### src/core/oti_params.svh
// Constants for the over-travel inhibit block: offsets, fields, resets, limits
`ifndef OTI_PARAMS_SVH
`define OTI_PARAMS_SVH

// Register byte offsets
`define OTI_ADDR_MODE 8'h00
`define OTI_ADDR_FEXP 8'h04
`define OTI_ADDR_LEVEL 8'h08
`define OTI_ADDR_STATUS 8'h0C
`define OTI_ADDR_ISTAT 8'h10
`define OTI_ADDR_IMASK 8'h14

// Inhibit-mode setting values
`define OTI_MODE_SERVO 2'h0
`define OTI_MODE_PROFILE 2'h1
`define OTI_MODE_ALARM 2'h2

// Function-expansion bit that picks extended release conditions
`define OTI_FEXP_RELEASE_BIT 21

// Interrupt status and mask bit positions
`define OTI_IRQ_ALARM 0
`define OTI_IRQ_CFG 1
`define OTI_IRQ_PRISE 2
`define OTI_IRQ_NRISE 3
`define OTI_IRQ_REJ 4

// Reset values
`define OTI_MODE_RST 2'h0
`define OTI_FEXP_RST 32'h0000_0000
`define OTI_LEVEL_RST 32'h0000_0000
`define OTI_IMASK_RST 5'h00

// Motor treated as stopped below this speed, r/min
`define OTI_STOP_SPEED_RPM 16'h001E

`endif

### src/core/oti_pkg.sv
// Types for the over-travel inhibit block
package oti_pkg;

    typedef enum logic [2:0] {
        OTI_ST_FREE = 3'h1,
        OTI_ST_LIMIT = 3'h2,
        OTI_ST_HOLD = 3'h4
    } oti_state_e;

    typedef struct packed {
        logic [1:0] meta;
        logic [1:0] sync;
    } oti_sync_s;

    typedef struct packed {
        logic [1:0] mode;
        logic [31:0] fexp;
        logic [31:0] level;
        logic [4:0] imask;
        logic [4:0] istat;
        oti_state_e st;
        logic pos_ok;
        logic neg_ok;
        logic lim_act;
        logic decel;
        logic stopped;
        logic cfg_err;
        logic acc;
        logic rej;
        logic irq;
        logic [31:0] rdata;
        logic plim_d;
        logic nlim_d;
    } oti_core_s;

endpackage : oti_pkg

### src/core/oti_sync.sv
// Two-flop synchroniser for the two limit switch pins
`timescale 1ns/10ps
module oti_sync (
    input wire logic clk_i,
    input wire logic resetn_i,
    input wire logic [1:0] pin_i,
    output logic [1:0] sync_o
);
    oti_pkg::oti_sync_s r;
    oti_pkg::oti_sync_s r_nxt;

    always_comb begin
        r_nxt = r;
        r_nxt.meta = pin_i;
        // First stage feeds the second stage only
        r_nxt.sync = r.meta;
    end

    always_ff @(posedge clk_i) begin
        if (!resetn_i) begin
            r <= '0;
        end else begin
            r <= r_nxt;
        end
    end

    assign sync_o = r.sync;
endmodule : oti_sync

### src/core/oti_core.sv
// Over-travel inhibit handling: limit inputs, direction blocking, release
//
// Notes on behaviour
// RL1 - Ignore commands toward inhibited direction only
// RL2 - Deceleration lasts until speed below 30 r/min
// RL3 - Mode 2: any limit raises over-travel alarm
// RL4 - Release level matters only in mode 1
// RL5 - Deviation at/above nonzero level blocks both directions
// RL6 - Mode not 1 with level nonzero: config error
// RL7 - Conventional release: block own side, then free
// RL8 - Expansion bit 21 selects extended release conditions
// RL9 - Limit active flag during deceleration and stop
// RL10 - Sample limits, decide blocking every cycle
//
// Local design decisions: the register addresses and the strobed register port.
`timescale 1ns/10ps
`include "oti_params.svh"
module oti_core (
    input wire logic clk_i,
    input wire logic resetn_i,
    input wire logic [7:0] addr_i,
    input wire logic [31:0] wdata_i,
    input wire logic wr_i,
    input wire logic rd_i,
    output logic [31:0] rdata_o,
    input wire logic positive_limit_input_i,
    input wire logic negative_limit_input_i,
    input wire logic [31:0] position_deviation_i,
    input wire logic [15:0] motor_speed_rpm_i,
    input wire logic cmd_valid_i,
    input wire logic cmd_positive_i,
    output logic cmd_accept_o,
    output logic cmd_reject_o,
    output logic positive_operable_o,
    output logic negative_operable_o,
    output logic internal_limit_active_o,
    output logic decelerating_o,
    output logic stopped_o,
    output logic overtravel_alarm_error_o,
    output logic release_config_error_o,
    output logic irq_o
);
    oti_pkg::oti_core_s r;
    oti_pkg::oti_core_s r_nxt;
    logic [1:0] lim_s;
    logic plim;
    logic nlim;

    // Magnitude of a two's complement deviation
    function automatic logic [31:0] oti_abs(input logic [31:0] d);
        oti_abs = d[31] ? (~d + 32'h0000_0001) : d;
    endfunction : oti_abs

    oti_sync u_sync (
        .clk_i(clk_i),
        .resetn_i(resetn_i),
        .pin_i({negative_limit_input_i, positive_limit_input_i}),
        .sync_o(lim_s)
    );

    assign plim = lim_s[0];
    assign nlim = lim_s[1];

    always_comb begin
        logic any_lim;
        logic mode1;
        logic lvl_nz;
        logic dev_hi;
        logic slow;
        logic rel_ok;
        logic in_inh;
        logic alarm_set;
        logic both_blk;
        logic pos_blk;
        logic neg_blk;
        logic [4:0] ev;
        logic [4:0] clr;
        ev = '0;
        clr = '0;
        any_lim = plim | nlim;
        mode1 = (r.mode == `OTI_MODE_PROFILE);
        lvl_nz = (r.level != 32'h0000_0000);
        slow = (motor_speed_rpm_i < `OTI_STOP_SPEED_RPM); // RL2
        // Level only gates release in profile mode
        dev_hi = mode1 & lvl_nz
            & (oti_abs(position_deviation_i) >= r.level); // RL4 RL5
        // Extended release also waits for the motor to come to rest
        rel_ok = !dev_hi
            & (!r.fexp[`OTI_FEXP_RELEASE_BIT] | slow); // RL8
        in_inh = any_lim | (r.st != oti_pkg::OTI_ST_FREE);
        alarm_set = (r.mode == `OTI_MODE_ALARM) & any_lim; // RL3
        r_nxt = r;

        // Inhibit state tracking, evaluated each cycle
        unique case (r.st) // RL10
            oti_pkg::OTI_ST_FREE: begin
                if (any_lim) begin
                    r_nxt.st = oti_pkg::OTI_ST_LIMIT;
                end
            end
            oti_pkg::OTI_ST_LIMIT: begin
                if (!any_lim) begin
                    r_nxt.st = rel_ok ? oti_pkg::OTI_ST_FREE
                                      : oti_pkg::OTI_ST_HOLD; // RL7
                end
            end
            oti_pkg::OTI_ST_HOLD: begin
                if (any_lim) begin
                    r_nxt.st = oti_pkg::OTI_ST_LIMIT;
                end else if (rel_ok) begin
                    r_nxt.st = oti_pkg::OTI_ST_FREE; // RL5
                end
            end
            default: begin
                r_nxt.st = oti_pkg::OTI_ST_FREE;
            end
        endcase

        // While an alarm is pending nothing may move
        both_blk = alarm_set | r.istat[`OTI_IRQ_ALARM]
            | (any_lim & dev_hi) // RL5
            | (in_inh & !any_lim & !rel_ok); // RL5 RL8
        pos_blk = plim | both_blk; // RL1 RL7
        neg_blk = nlim | both_blk; // RL1 RL7
        r_nxt.pos_ok = !pos_blk;
        r_nxt.neg_ok = !neg_blk;

        // Commands toward a blocked side are dropped, not queued
        r_nxt.acc = cmd_valid_i
            & (cmd_positive_i ? !pos_blk : !neg_blk); // RL1
        r_nxt.rej = cmd_valid_i
            & (cmd_positive_i ? pos_blk : neg_blk); // RL1

        r_nxt.lim_act = any_lim
            & (r.mode == `OTI_MODE_SERVO | mode1); // RL9
        r_nxt.decel = r_nxt.lim_act & !slow; // RL2
        r_nxt.stopped = r_nxt.lim_act & slow; // RL2
        r_nxt.cfg_err = !mode1 & lvl_nz; // RL6
        r_nxt.plim_d = plim;
        r_nxt.nlim_d = nlim;

        ev[`OTI_IRQ_ALARM] = alarm_set; // RL3
        ev[`OTI_IRQ_CFG] = r_nxt.cfg_err; // RL6
        ev[`OTI_IRQ_PRISE] = plim & !r.plim_d;
        ev[`OTI_IRQ_NRISE] = nlim & !r.nlim_d;
        ev[`OTI_IRQ_REJ] = r_nxt.rej;

        // Register writes; interrupt status is write-one-to-clear
        if (wr_i) begin
            unique case (addr_i)
                `OTI_ADDR_MODE: r_nxt.mode = wdata_i[1:0];
                `OTI_ADDR_FEXP: r_nxt.fexp = wdata_i;
                `OTI_ADDR_LEVEL: r_nxt.level = wdata_i;
                `OTI_ADDR_ISTAT: clr = wdata_i[4:0];
                `OTI_ADDR_IMASK: r_nxt.imask = wdata_i[4:0];
                default: begin
                end
            endcase
        end
        // A new event in the clearing cycle survives the clear
        r_nxt.istat = (r.istat & ~clr) | ev;
        r_nxt.irq = |(r_nxt.istat & r_nxt.imask);

        r_nxt.rdata = '0;
        if (rd_i) begin
            unique case (addr_i)
                `OTI_ADDR_MODE: r_nxt.rdata = {30'h0, r.mode};
                `OTI_ADDR_FEXP: r_nxt.rdata = r.fexp;
                `OTI_ADDR_LEVEL: r_nxt.rdata = r.level;
                `OTI_ADDR_STATUS: r_nxt.rdata = {19'h0, r.st, r.cfg_err,
                    r.acc, r.rej, r.stopped, r.decel, r.lim_act,
                    r.neg_ok, r.pos_ok, nlim, plim};
                `OTI_ADDR_ISTAT: r_nxt.rdata = {27'h0, r.istat};
                `OTI_ADDR_IMASK: r_nxt.rdata = {27'h0, r.imask};
                default: r_nxt.rdata = '0;
            endcase
        end
    end

    always_ff @(posedge clk_i) begin
        if (!resetn_i) begin
            r <= '0;
            r.mode <= `OTI_MODE_RST;
            r.fexp <= `OTI_FEXP_RST;
            r.level <= `OTI_LEVEL_RST;
            r.imask <= `OTI_IMASK_RST;
            r.st <= oti_pkg::OTI_ST_FREE;
        end else begin
            r <= r_nxt;
        end
    end

    assign rdata_o = r.rdata;
    assign cmd_accept_o = r.acc;
    assign cmd_reject_o = r.rej;
    assign positive_operable_o = r.pos_ok;
    assign negative_operable_o = r.neg_ok;
    assign internal_limit_active_o = r.lim_act;
    assign decelerating_o = r.decel;
    assign stopped_o = r.stopped;
    assign overtravel_alarm_error_o = r.istat[`OTI_IRQ_ALARM];
    assign release_config_error_o = r.cfg_err;
    assign irq_o = r.irq;
endmodule : oti_core

### config.mk
export PLATFORM = sky130hd
export DESIGN_NAME = oti_core
export DESIGN_NICKNAME = d
export VERILOG_FILES = /design/src/core/oti_pkg.sv /design/src/core/oti_sync.sv /design/src/core/oti_core.sv
export VERILOG_INCLUDE_DIRS = /design/src /design/src/core
export SDC_FILE = /design/constraint.sdc
export NUM_CORES = 1
export LEC_CHECK = 0
export BUFFER_PORTS_ARGS = -buffer_cell sky130_fd_sc_hd__buf_2
export CORE_MARGIN = 4
export CORE_UTILIZATION = 55
export DETAILED_ROUTE_END_ITERATION = 7
export PLACE_DENSITY_LB_ADDON = 0.25
export SYNTH_ARGS = -nofsm -noshare
export SYNTH_HDL_FRONTEND = slang
export SYNTH_SLANG_ARGS = --single-unit
### constraint.sdc
create_clock -name clk_i -period 3.7 [get_ports clk_i]
set_input_delay 0.37 -clock clk_i [delete_from_list [all_inputs] [get_ports clk_i]]
set_output_delay 0.37 -clock clk_i [all_outputs]
set_load 0.01 [all_outputs]
==> results of run 1 <==
-- registers in the layout (all words and copies together), names as in the netlist --
register / count
overtravel_alarm_error_o: 1
release_config_error_o: 1
cmd_reject_o: 1
rdata_o: 32
u_sync.sync_o: 2
u_sync.r: 2
cmd_accept_o: 1
decelerating_o: 1
r: 80
positive_operable_o: 1
negative_operable_o: 1
internal_limit_active_o: 1
irq_o: 1
stopped_o: 1
-- worst register-to-register path, stage by stage (launching register included) --
cell and delay (ns):
dfxtp_1 0.42, inv_1 0.08, ha_1 0.31, nand4_1 0.14, nor4_2 0.34, buf_4 0.16
nand3b_1 0.14, buf_4 0.19, o211ai_1 0.22, and4_1 0.22
-- metrics by stage --
stage	total power, uW	std cells	hold WS (ns)
floorplan	1570	811	0.412
finish	3330	1073	0.163
detailed placement	1710	1041	0.419
CTS	3330	1073	0.154
global placement	1700	1041	0.416
global route	3440	1073	0.174
-- what timing repair did --
item,4_1_cts,5_1_grt
hold endpoints to repair,0,0
buffers inserted,0,0
endpoints found under the setup margin,0,8
gates resized for setup,0,3
-- final cells by class --
class / instances / area (um^2) / share of cell area [%]
Clock inverter: 12 / 136 / 1.75
Clock buffer: 20 / 457 / 5.87
Multi-Input combinational cell: 574 / 3480 / 44.8
Sequential cell: 126 / 2520 / 32.4
Inverter: 39 / 146 / 1.88
Timing Repair Buffer: 159 / 853 / 11.0
Tap cell: 143 / 179 / 2.30
-- power by group through the flow --
stage	clock network [uW]	registers, uW	logic, uW
5_1_grt	1720	1380	346
3_5_place_dp	0	1410	302
3_3_place_gp	0	1410	297
2_1_floorplan	0	1410	167
6_report	1640	1380	308
4_1_cts	1650	1380	304
-- final timing paths --
path              slack (ns)                     from  cells past startpoint          endpoint
setup / recovery        0.36  position_deviation_i[5]                     14             irq_o
hold / removal          0.16   positive_limit_input_i                      2       u_sync.r[2]
setup reg to reg        1.42                    r[83]                      9             r[45]
hold reg to reg         0.43              u_sync.r[3]                      1  u_sync.sync_o[1]
-- routing by layer --
metal  global-route usage, %  routed length, um  up-vias
met5                       0                  0        -
li1                        -                  -     3005
met1                    37.1               7730     2778
met4                    7.26                225        0
met2                    39.4               7950      288
met3                    4.88               1480       23
-- cells by family (layout without fill, tap and decap cells) --
| logic type | count (synthesis) | after routing |
|---|---|---|
| simple gates | 312 | 312 |
| compound gates | 192 | 192 |
| flops | 126 | 126 |
| buf+inv | 111 | 230 |
| fa+ha+maj | 33 | 33 |
| xor+xnor | 30 | 30 |
| mux | 7 | 7 |
-- cells in the final DEF, fill, tap and decap left out, types with 7 or more instances in the layout --
| cell type | instances |
|---|---|
| a21oi_1 | 88 |
| nand2_1 | 169 |
| o21ai_0 | 32 |
| inv_1 | 38 |
| nor4_1 | 13 |
| xnor2_1 | 30 |
| dfxtp_1 | 126 |
| ha_1 | 33 |
| nor2_1 | 46 |
| nand3_1 | 13 |
| clkbuf_16 | 17 |
| buf_2 | 136 |
| o31ai_1 | 8 |
| a22oi_1 | 30 |
| and2_1 | 11 |
| buf_4 | 23 |
| nor2b_1 | 9 |
| nand4_1 | 11 |
| nand2b_1 | 7 |
==> metrics, run 1 <==
status=finished, final reports clean; Core ar.=11500 um^2; startpoint types=primary input; Initial DRC Count=696; Residual DRC=0; syn_nets=940; top cells by area, synth=dfxtp_1 39%, nand2_1 9.7%, a21oi_1 6.7%; Syn Inst Count=811; setup slack after layout=0.357 ns; I/O Pins=138; DRT Pass-1 Iters=6; Final Setup Violations=0; mux share of post-synthesis cell area=1.47%; Fin Setup TNS=0 ns; Logic pwr share=9.2%; Root Buffer=clkbuf_16; synthesized flop and latch total=126; Rows=39; largest family of logic cells by synthesized area=simple AND/OR/NAND/NOR gates; layout cells sized above 1=22.9%; Final Cycle Share=90.3%; fmax=299 MHz; Fin. Hold Viols=0; Area Overhead vs Synth=19.0%; Crit path buffers/inverters=3; latest clock arrival within the worst-skew pair=0.41 ns; CP required=3.97 ns; CP top delay family=compound AO/OA/AOI/OAI gates; power share of the sequential group=41.4%; Max IR drop VDD=0.000286 V; final core occ=67.5%; Clk pin slew, worst setup/hold paths=0.06 ns; Power Internal=2540 uW; slew margin rel.=47.3%; die area=13700 um^2; antenna violations before repair=0; WL final=17.4 mm; vias per std cell=5.68; Crit-path slowest cell=or4_4; post-synthesis xor/xnor area fraction=4.02%; clk_skew=0.00547 ns; vias=6094; largest net degree at the start of global routing=70; Die Y=117 um; number of max-cap violations=0; Detailed Place HPWL=12.7 mm; Compound-Gate Fraction of Synth Area=18.5%; most common cell in the netlist=nand2_1; DRT antenna net count=0; CTS buffer count=17; Seq/Total Area, Yosys=38.6%; switching share of power=23.9%; GPL Wtd Cong=0.892; initial core utilization=56.7%; grt ovf=0; post-place setup slack=-0.196 ns; Die W=117 um; dominant cell type by area after synthesis=dfxtp_1; Final Cell Area=7780 um^2; Post-Place Cell Area=7160 um^2; synth warn=0; ys async rst share=0%; Synth Area in Simple Gates=22.7%; Post-CTS Hold Buffers=0; Yosys cell types=60; RSZ-0062 raised after global routing=no; H-tree levels=4; CP endpoint kind=register; clock share of power=49.4%; Max Slew Vio Count=0; post-synthesis instance area=6540 um^2; critical path class=primary input to register; CP cell instances=buf_2 > or4_4 > buf_4 > or4_1 > o41ai_2 > xnor2_1 > ha_1 > a211oi_1 > nor2_1 > a211o_1 > a311oi_1 > buf_4 > o2111a_1 > o31ai_1; TritonCTS clock tree=done; Leak=0.00301 uW; syn_area_per_cell=8.06 um^2; # fillers=961; clock tree sinks=126; sw power=795 uW; top cells by count, synth=169 x nand2_1, 126 x dfxtp_1, 88 x a21oi_1, 46 x nor2_1, 39 x inv_1; min Tclk post-route=3.34 ns; antenna cells=0; EDFF count, synth=0; share of the synthesized area in the top cell type=38.6%; port bufs=136; Worst Tran Pin Value=0.791 ns; Worst Path Arrival=3.62 ns; Post-Synth Adder-Cell Area=6.32%; DR WL/cell=16.2 um; PD cells=428 nW/um^2; Top cell by count, worst path=buf_4; GRT Total Usage=25.7%; Nets=1046; vias in the first global route=5751; max incr delay on CP=0.58 ns; worst-path maximum fanout=4; first-pass GRT wire length=27.7 mm; Max clock buf depth=2; Hold WC Path Type=primary input to register; Synth Flop Type=dfxtp_1
Note: power is estimated with default switching activity, not from simulation.
==> run 2, diff against run 1 <==
Settings changed: GPL_TIMING_DRIVEN from default to 0, RECOVER_POWER from default to 100.
==> run 2 against run 1 <==
  * Clock-buffer cell count decreased by 1
  * Flip-flop and latch count unchanged
  * Register-to-register slack got worse by 0.26 ns
  * Via count increased by 4.1%
  * First-iteration DRC count increased by 17%
  * Power decreased by 0.29%
  * Global-route usage increased by 0.89 points
  * Utilization increased by 1.6 points
  * Non-clock buffer count increased by 49
  * Worst setup slack got worse by 0.11 ns
==> metrics, run 2 (synthesis results as in run 1) <==
Residual DRC=0 (unchanged); min Tclk post-route=3.45 ns (was 3.34 ns); initial core utilization=56.7% (unchanged); DRT antenna net count=0 (unchanged); Detailed Place HPWL=13.9 mm (was 12.7 mm); antenna cells=0 (unchanged); clk_skew=0.00430 ns (was 0.00547 ns); vias=6342 (was 6094); Post-Place Cell Area=7390 um^2 (was 7160 um^2); die area=13700 um^2 (unchanged); Final Cycle Share=93.3% (was 90.3%); worst-path maximum fanout=6 (was 4); vias per std cell=5.65 (was 5.68); post-place setup slack=-0.281 ns (was -0.196 ns); Max IR drop VDD=0.000295 V (was 0.000286 V); Root Buffer=clkbuf_16 (unchanged); CTS buffer count=17 (unchanged); Placed Cells=1090 (was 1041); Initial DRC Count=812 (was 696); crit path launch=position_deviation_i[5] (unchanged); Nets=1095 (was 1046); Clk pin slew, worst setup/hold paths=0.06 ns (about the same); Area Overhead vs Synth=21.8% (was 19.0%); H-tree levels=4 (unchanged); WL final=18.3 mm (was 17.4 mm); Fin. Hold Viols=0 (unchanged); antenna violations before repair=0 (unchanged); Hold WC Path Type=primary input to register (unchanged); CP top delay family=simple AND/OR/NAND/NOR gates (was compound AO/OA/AOI/OAI gates); Leak=0.00296 uW (was 0.00301 uW); Final Cell Area=7960 um^2 (was 7780 um^2); setup slack after layout=0.246 ns (was 0.357 ns); CP required=4.01 ns (was 3.97 ns); status=finished, final reports clean (unchanged); DR WL/cell=16.3 um (was 16.2 um); Rows=39 (unchanged); clock tree sinks=126 (unchanged); largest reg by FF count=r (unchanged); max reg flops=80 (unchanged); most frequent cells in the layout=169 x nand2_1, 126 x dfxtp_1, 97 x buf_2 (was 169 x nand2_1, 136 x buf_2, 126 x dfxtp_1); CP cell instances=buf_2 > or4_4 > nor4_4 > nand4_1 > nand2b_1 > o31ai_2 > xnor2_1 > ha_1 > nand4_1 > nor4_4 > a22oi_1 > a31o_2 > o2111a_1 > o31ai_2 (was buf_2 > or4_4 > buf_4 > or4_1 > o41ai_2 > xnor2_1 > ha_1 > a211oi_1 > nor2_1 > a211o_1 > a311oi_1 > buf_4 > o2111a_1 > o31ai_1); setup bufs post-CTS=0 (unchanged); CP endpoint kind=register (unchanged); Max Slew Vio Count=0 (unchanged); fmax=290 MHz (was 299 MHz); Crit-path slowest cell=or4_4 (unchanged); most common cell after layout, fill and taps aside=nand2_1 (unchanged); Worst Tran Pin Value=0.802 ns (was 0.791 ns); port bufs=136 (unchanged); DRT Pass-1 Iters=6 (unchanged); GPL Wtd Cong=0.935 (was 0.892); slew margin rel.=46.1% (was 47.3%); latest clock arrival within the worst-skew pair=0.41 ns (about the same); largest net degree at the start of global routing=17 (was 70); number of max-cap violations=0 (unchanged); Worst Path Arrival=3.77 ns (was 3.62 ns); Core ar.=11500 um^2 (unchanged); layout cells sized above 1=18.7% (was 22.9%); critical path class=primary input to register (unchanged); overall power=3320 uW (was 3330 uW); max incr delay on CP=0.60 ns (was 0.58 ns); vias in the first global route=5797 (was 5751); Die W=117 um (unchanged); RR Startpoint=r[80] (was r[83]); I/O Pins=138 (unchanged); Final Setup Violations=0 (unchanged); GRT Total Usage=26.6% (was 25.7%); TritonCTS clock tree=done (unchanged); minimum hold slack=0.175 ns (was 0.163 ns); Crit path buffers/inverters=1 (was 3); Max clock buf depth=2 (unchanged); Die Y=117 um (unchanged); first-pass GRT wire length=28.6 mm (was 27.7 mm); HP Start=negative_limit_input_i (was positive_limit_input_i); grt ovf=0 (unchanged); PD cells=417 nW/um^2 (was 428 nW/um^2); Layout Cells excl Fill=1122 (was 1073); startpoint types=primary input (unchanged)
## run 2: cell count changes in the layout (fill, tap and decap cells not counted), moves of 2 or more
cell,before,now
clkinv_4,3,1
and2_1,11,7
clkbuf_1,1,78
clkinvlp_4,3,5
buf_2,136,97
and2_0,0,4
buf_4,23,32
## run 2: path summary, 6_finish.rpt
kind                 endpoint  slack (ns)  cells past startpoint
max                     irq_o        0.25                     14
min               u_sync.r[3]        0.17                      2
max reg2reg             irq_o        1.16                      6
min reg2reg  u_sync.sync_o[1]        0.43                      1
## run 2: routing by layer
| layer | share of wire [%] | track usage, % |
|---|---|---|
| met3 | 10 | 5.14 |
| met4 | 1.9 | 7.87 |
| met2 | 46 | 42.4 |
| met1 | 42 | 36.8 |
| met5 | 0 | 0 |
## run 2: what timing repair did
action,in CTS,in global routing
hold buffers,0,0
endpoints found under the setup margin,0,8
hold endpoints to repair,0,0
gates resized for setup,0,8
## run 2: through the flow
| step | setup TNS, ns | utilization [%] |
|---|---|---|
| detailed placement | -1.21 | 64.2 |
| global placement | -1.19 | 64.2 |
| floorplan | 0 | - |
| finish | 0 | 69.1 |
| global route | -0.0149 | 69.1 |
| CTS | 0 | 69.4 |
## run 2: where the power goes
part | internal (uW) | leakage, uW | switching, uW | total, uW
registers | 1370 | 0.00102 | 8.69 | 1380
logic | 129 | 0.00166 | 180 | 309
clock network | 1030 | 0.000278 | 607 | 1630
## run 2: area by class of cell
| type | count | area [um^2] |
|---|---|---|
| Fill cell | 1004 | 3550 |
| Multi-Input combinational cell | 574 | 3500 |
| Sequential cell | 126 | 2520 |
| Timing Repair Buffer | 136 | 626 |
| Clock buffer | 19 | 453 |
| Buffer | 72 | 397 |
| Tap cell | 143 | 179 |
| Inverter | 39 | 146 |
| Clock inverter | 13 | 139 |
## run 2: worst reg2reg max path, stage by stage, from the launching register on
cell and delay [ns]:
dfxtp_1 0.34, nor4_1 0.34, nand4_1 0.18, o21ai_0 0.52, a211oi_1 0.20, a2111oi_0 0.63
o31ai_2 0.17
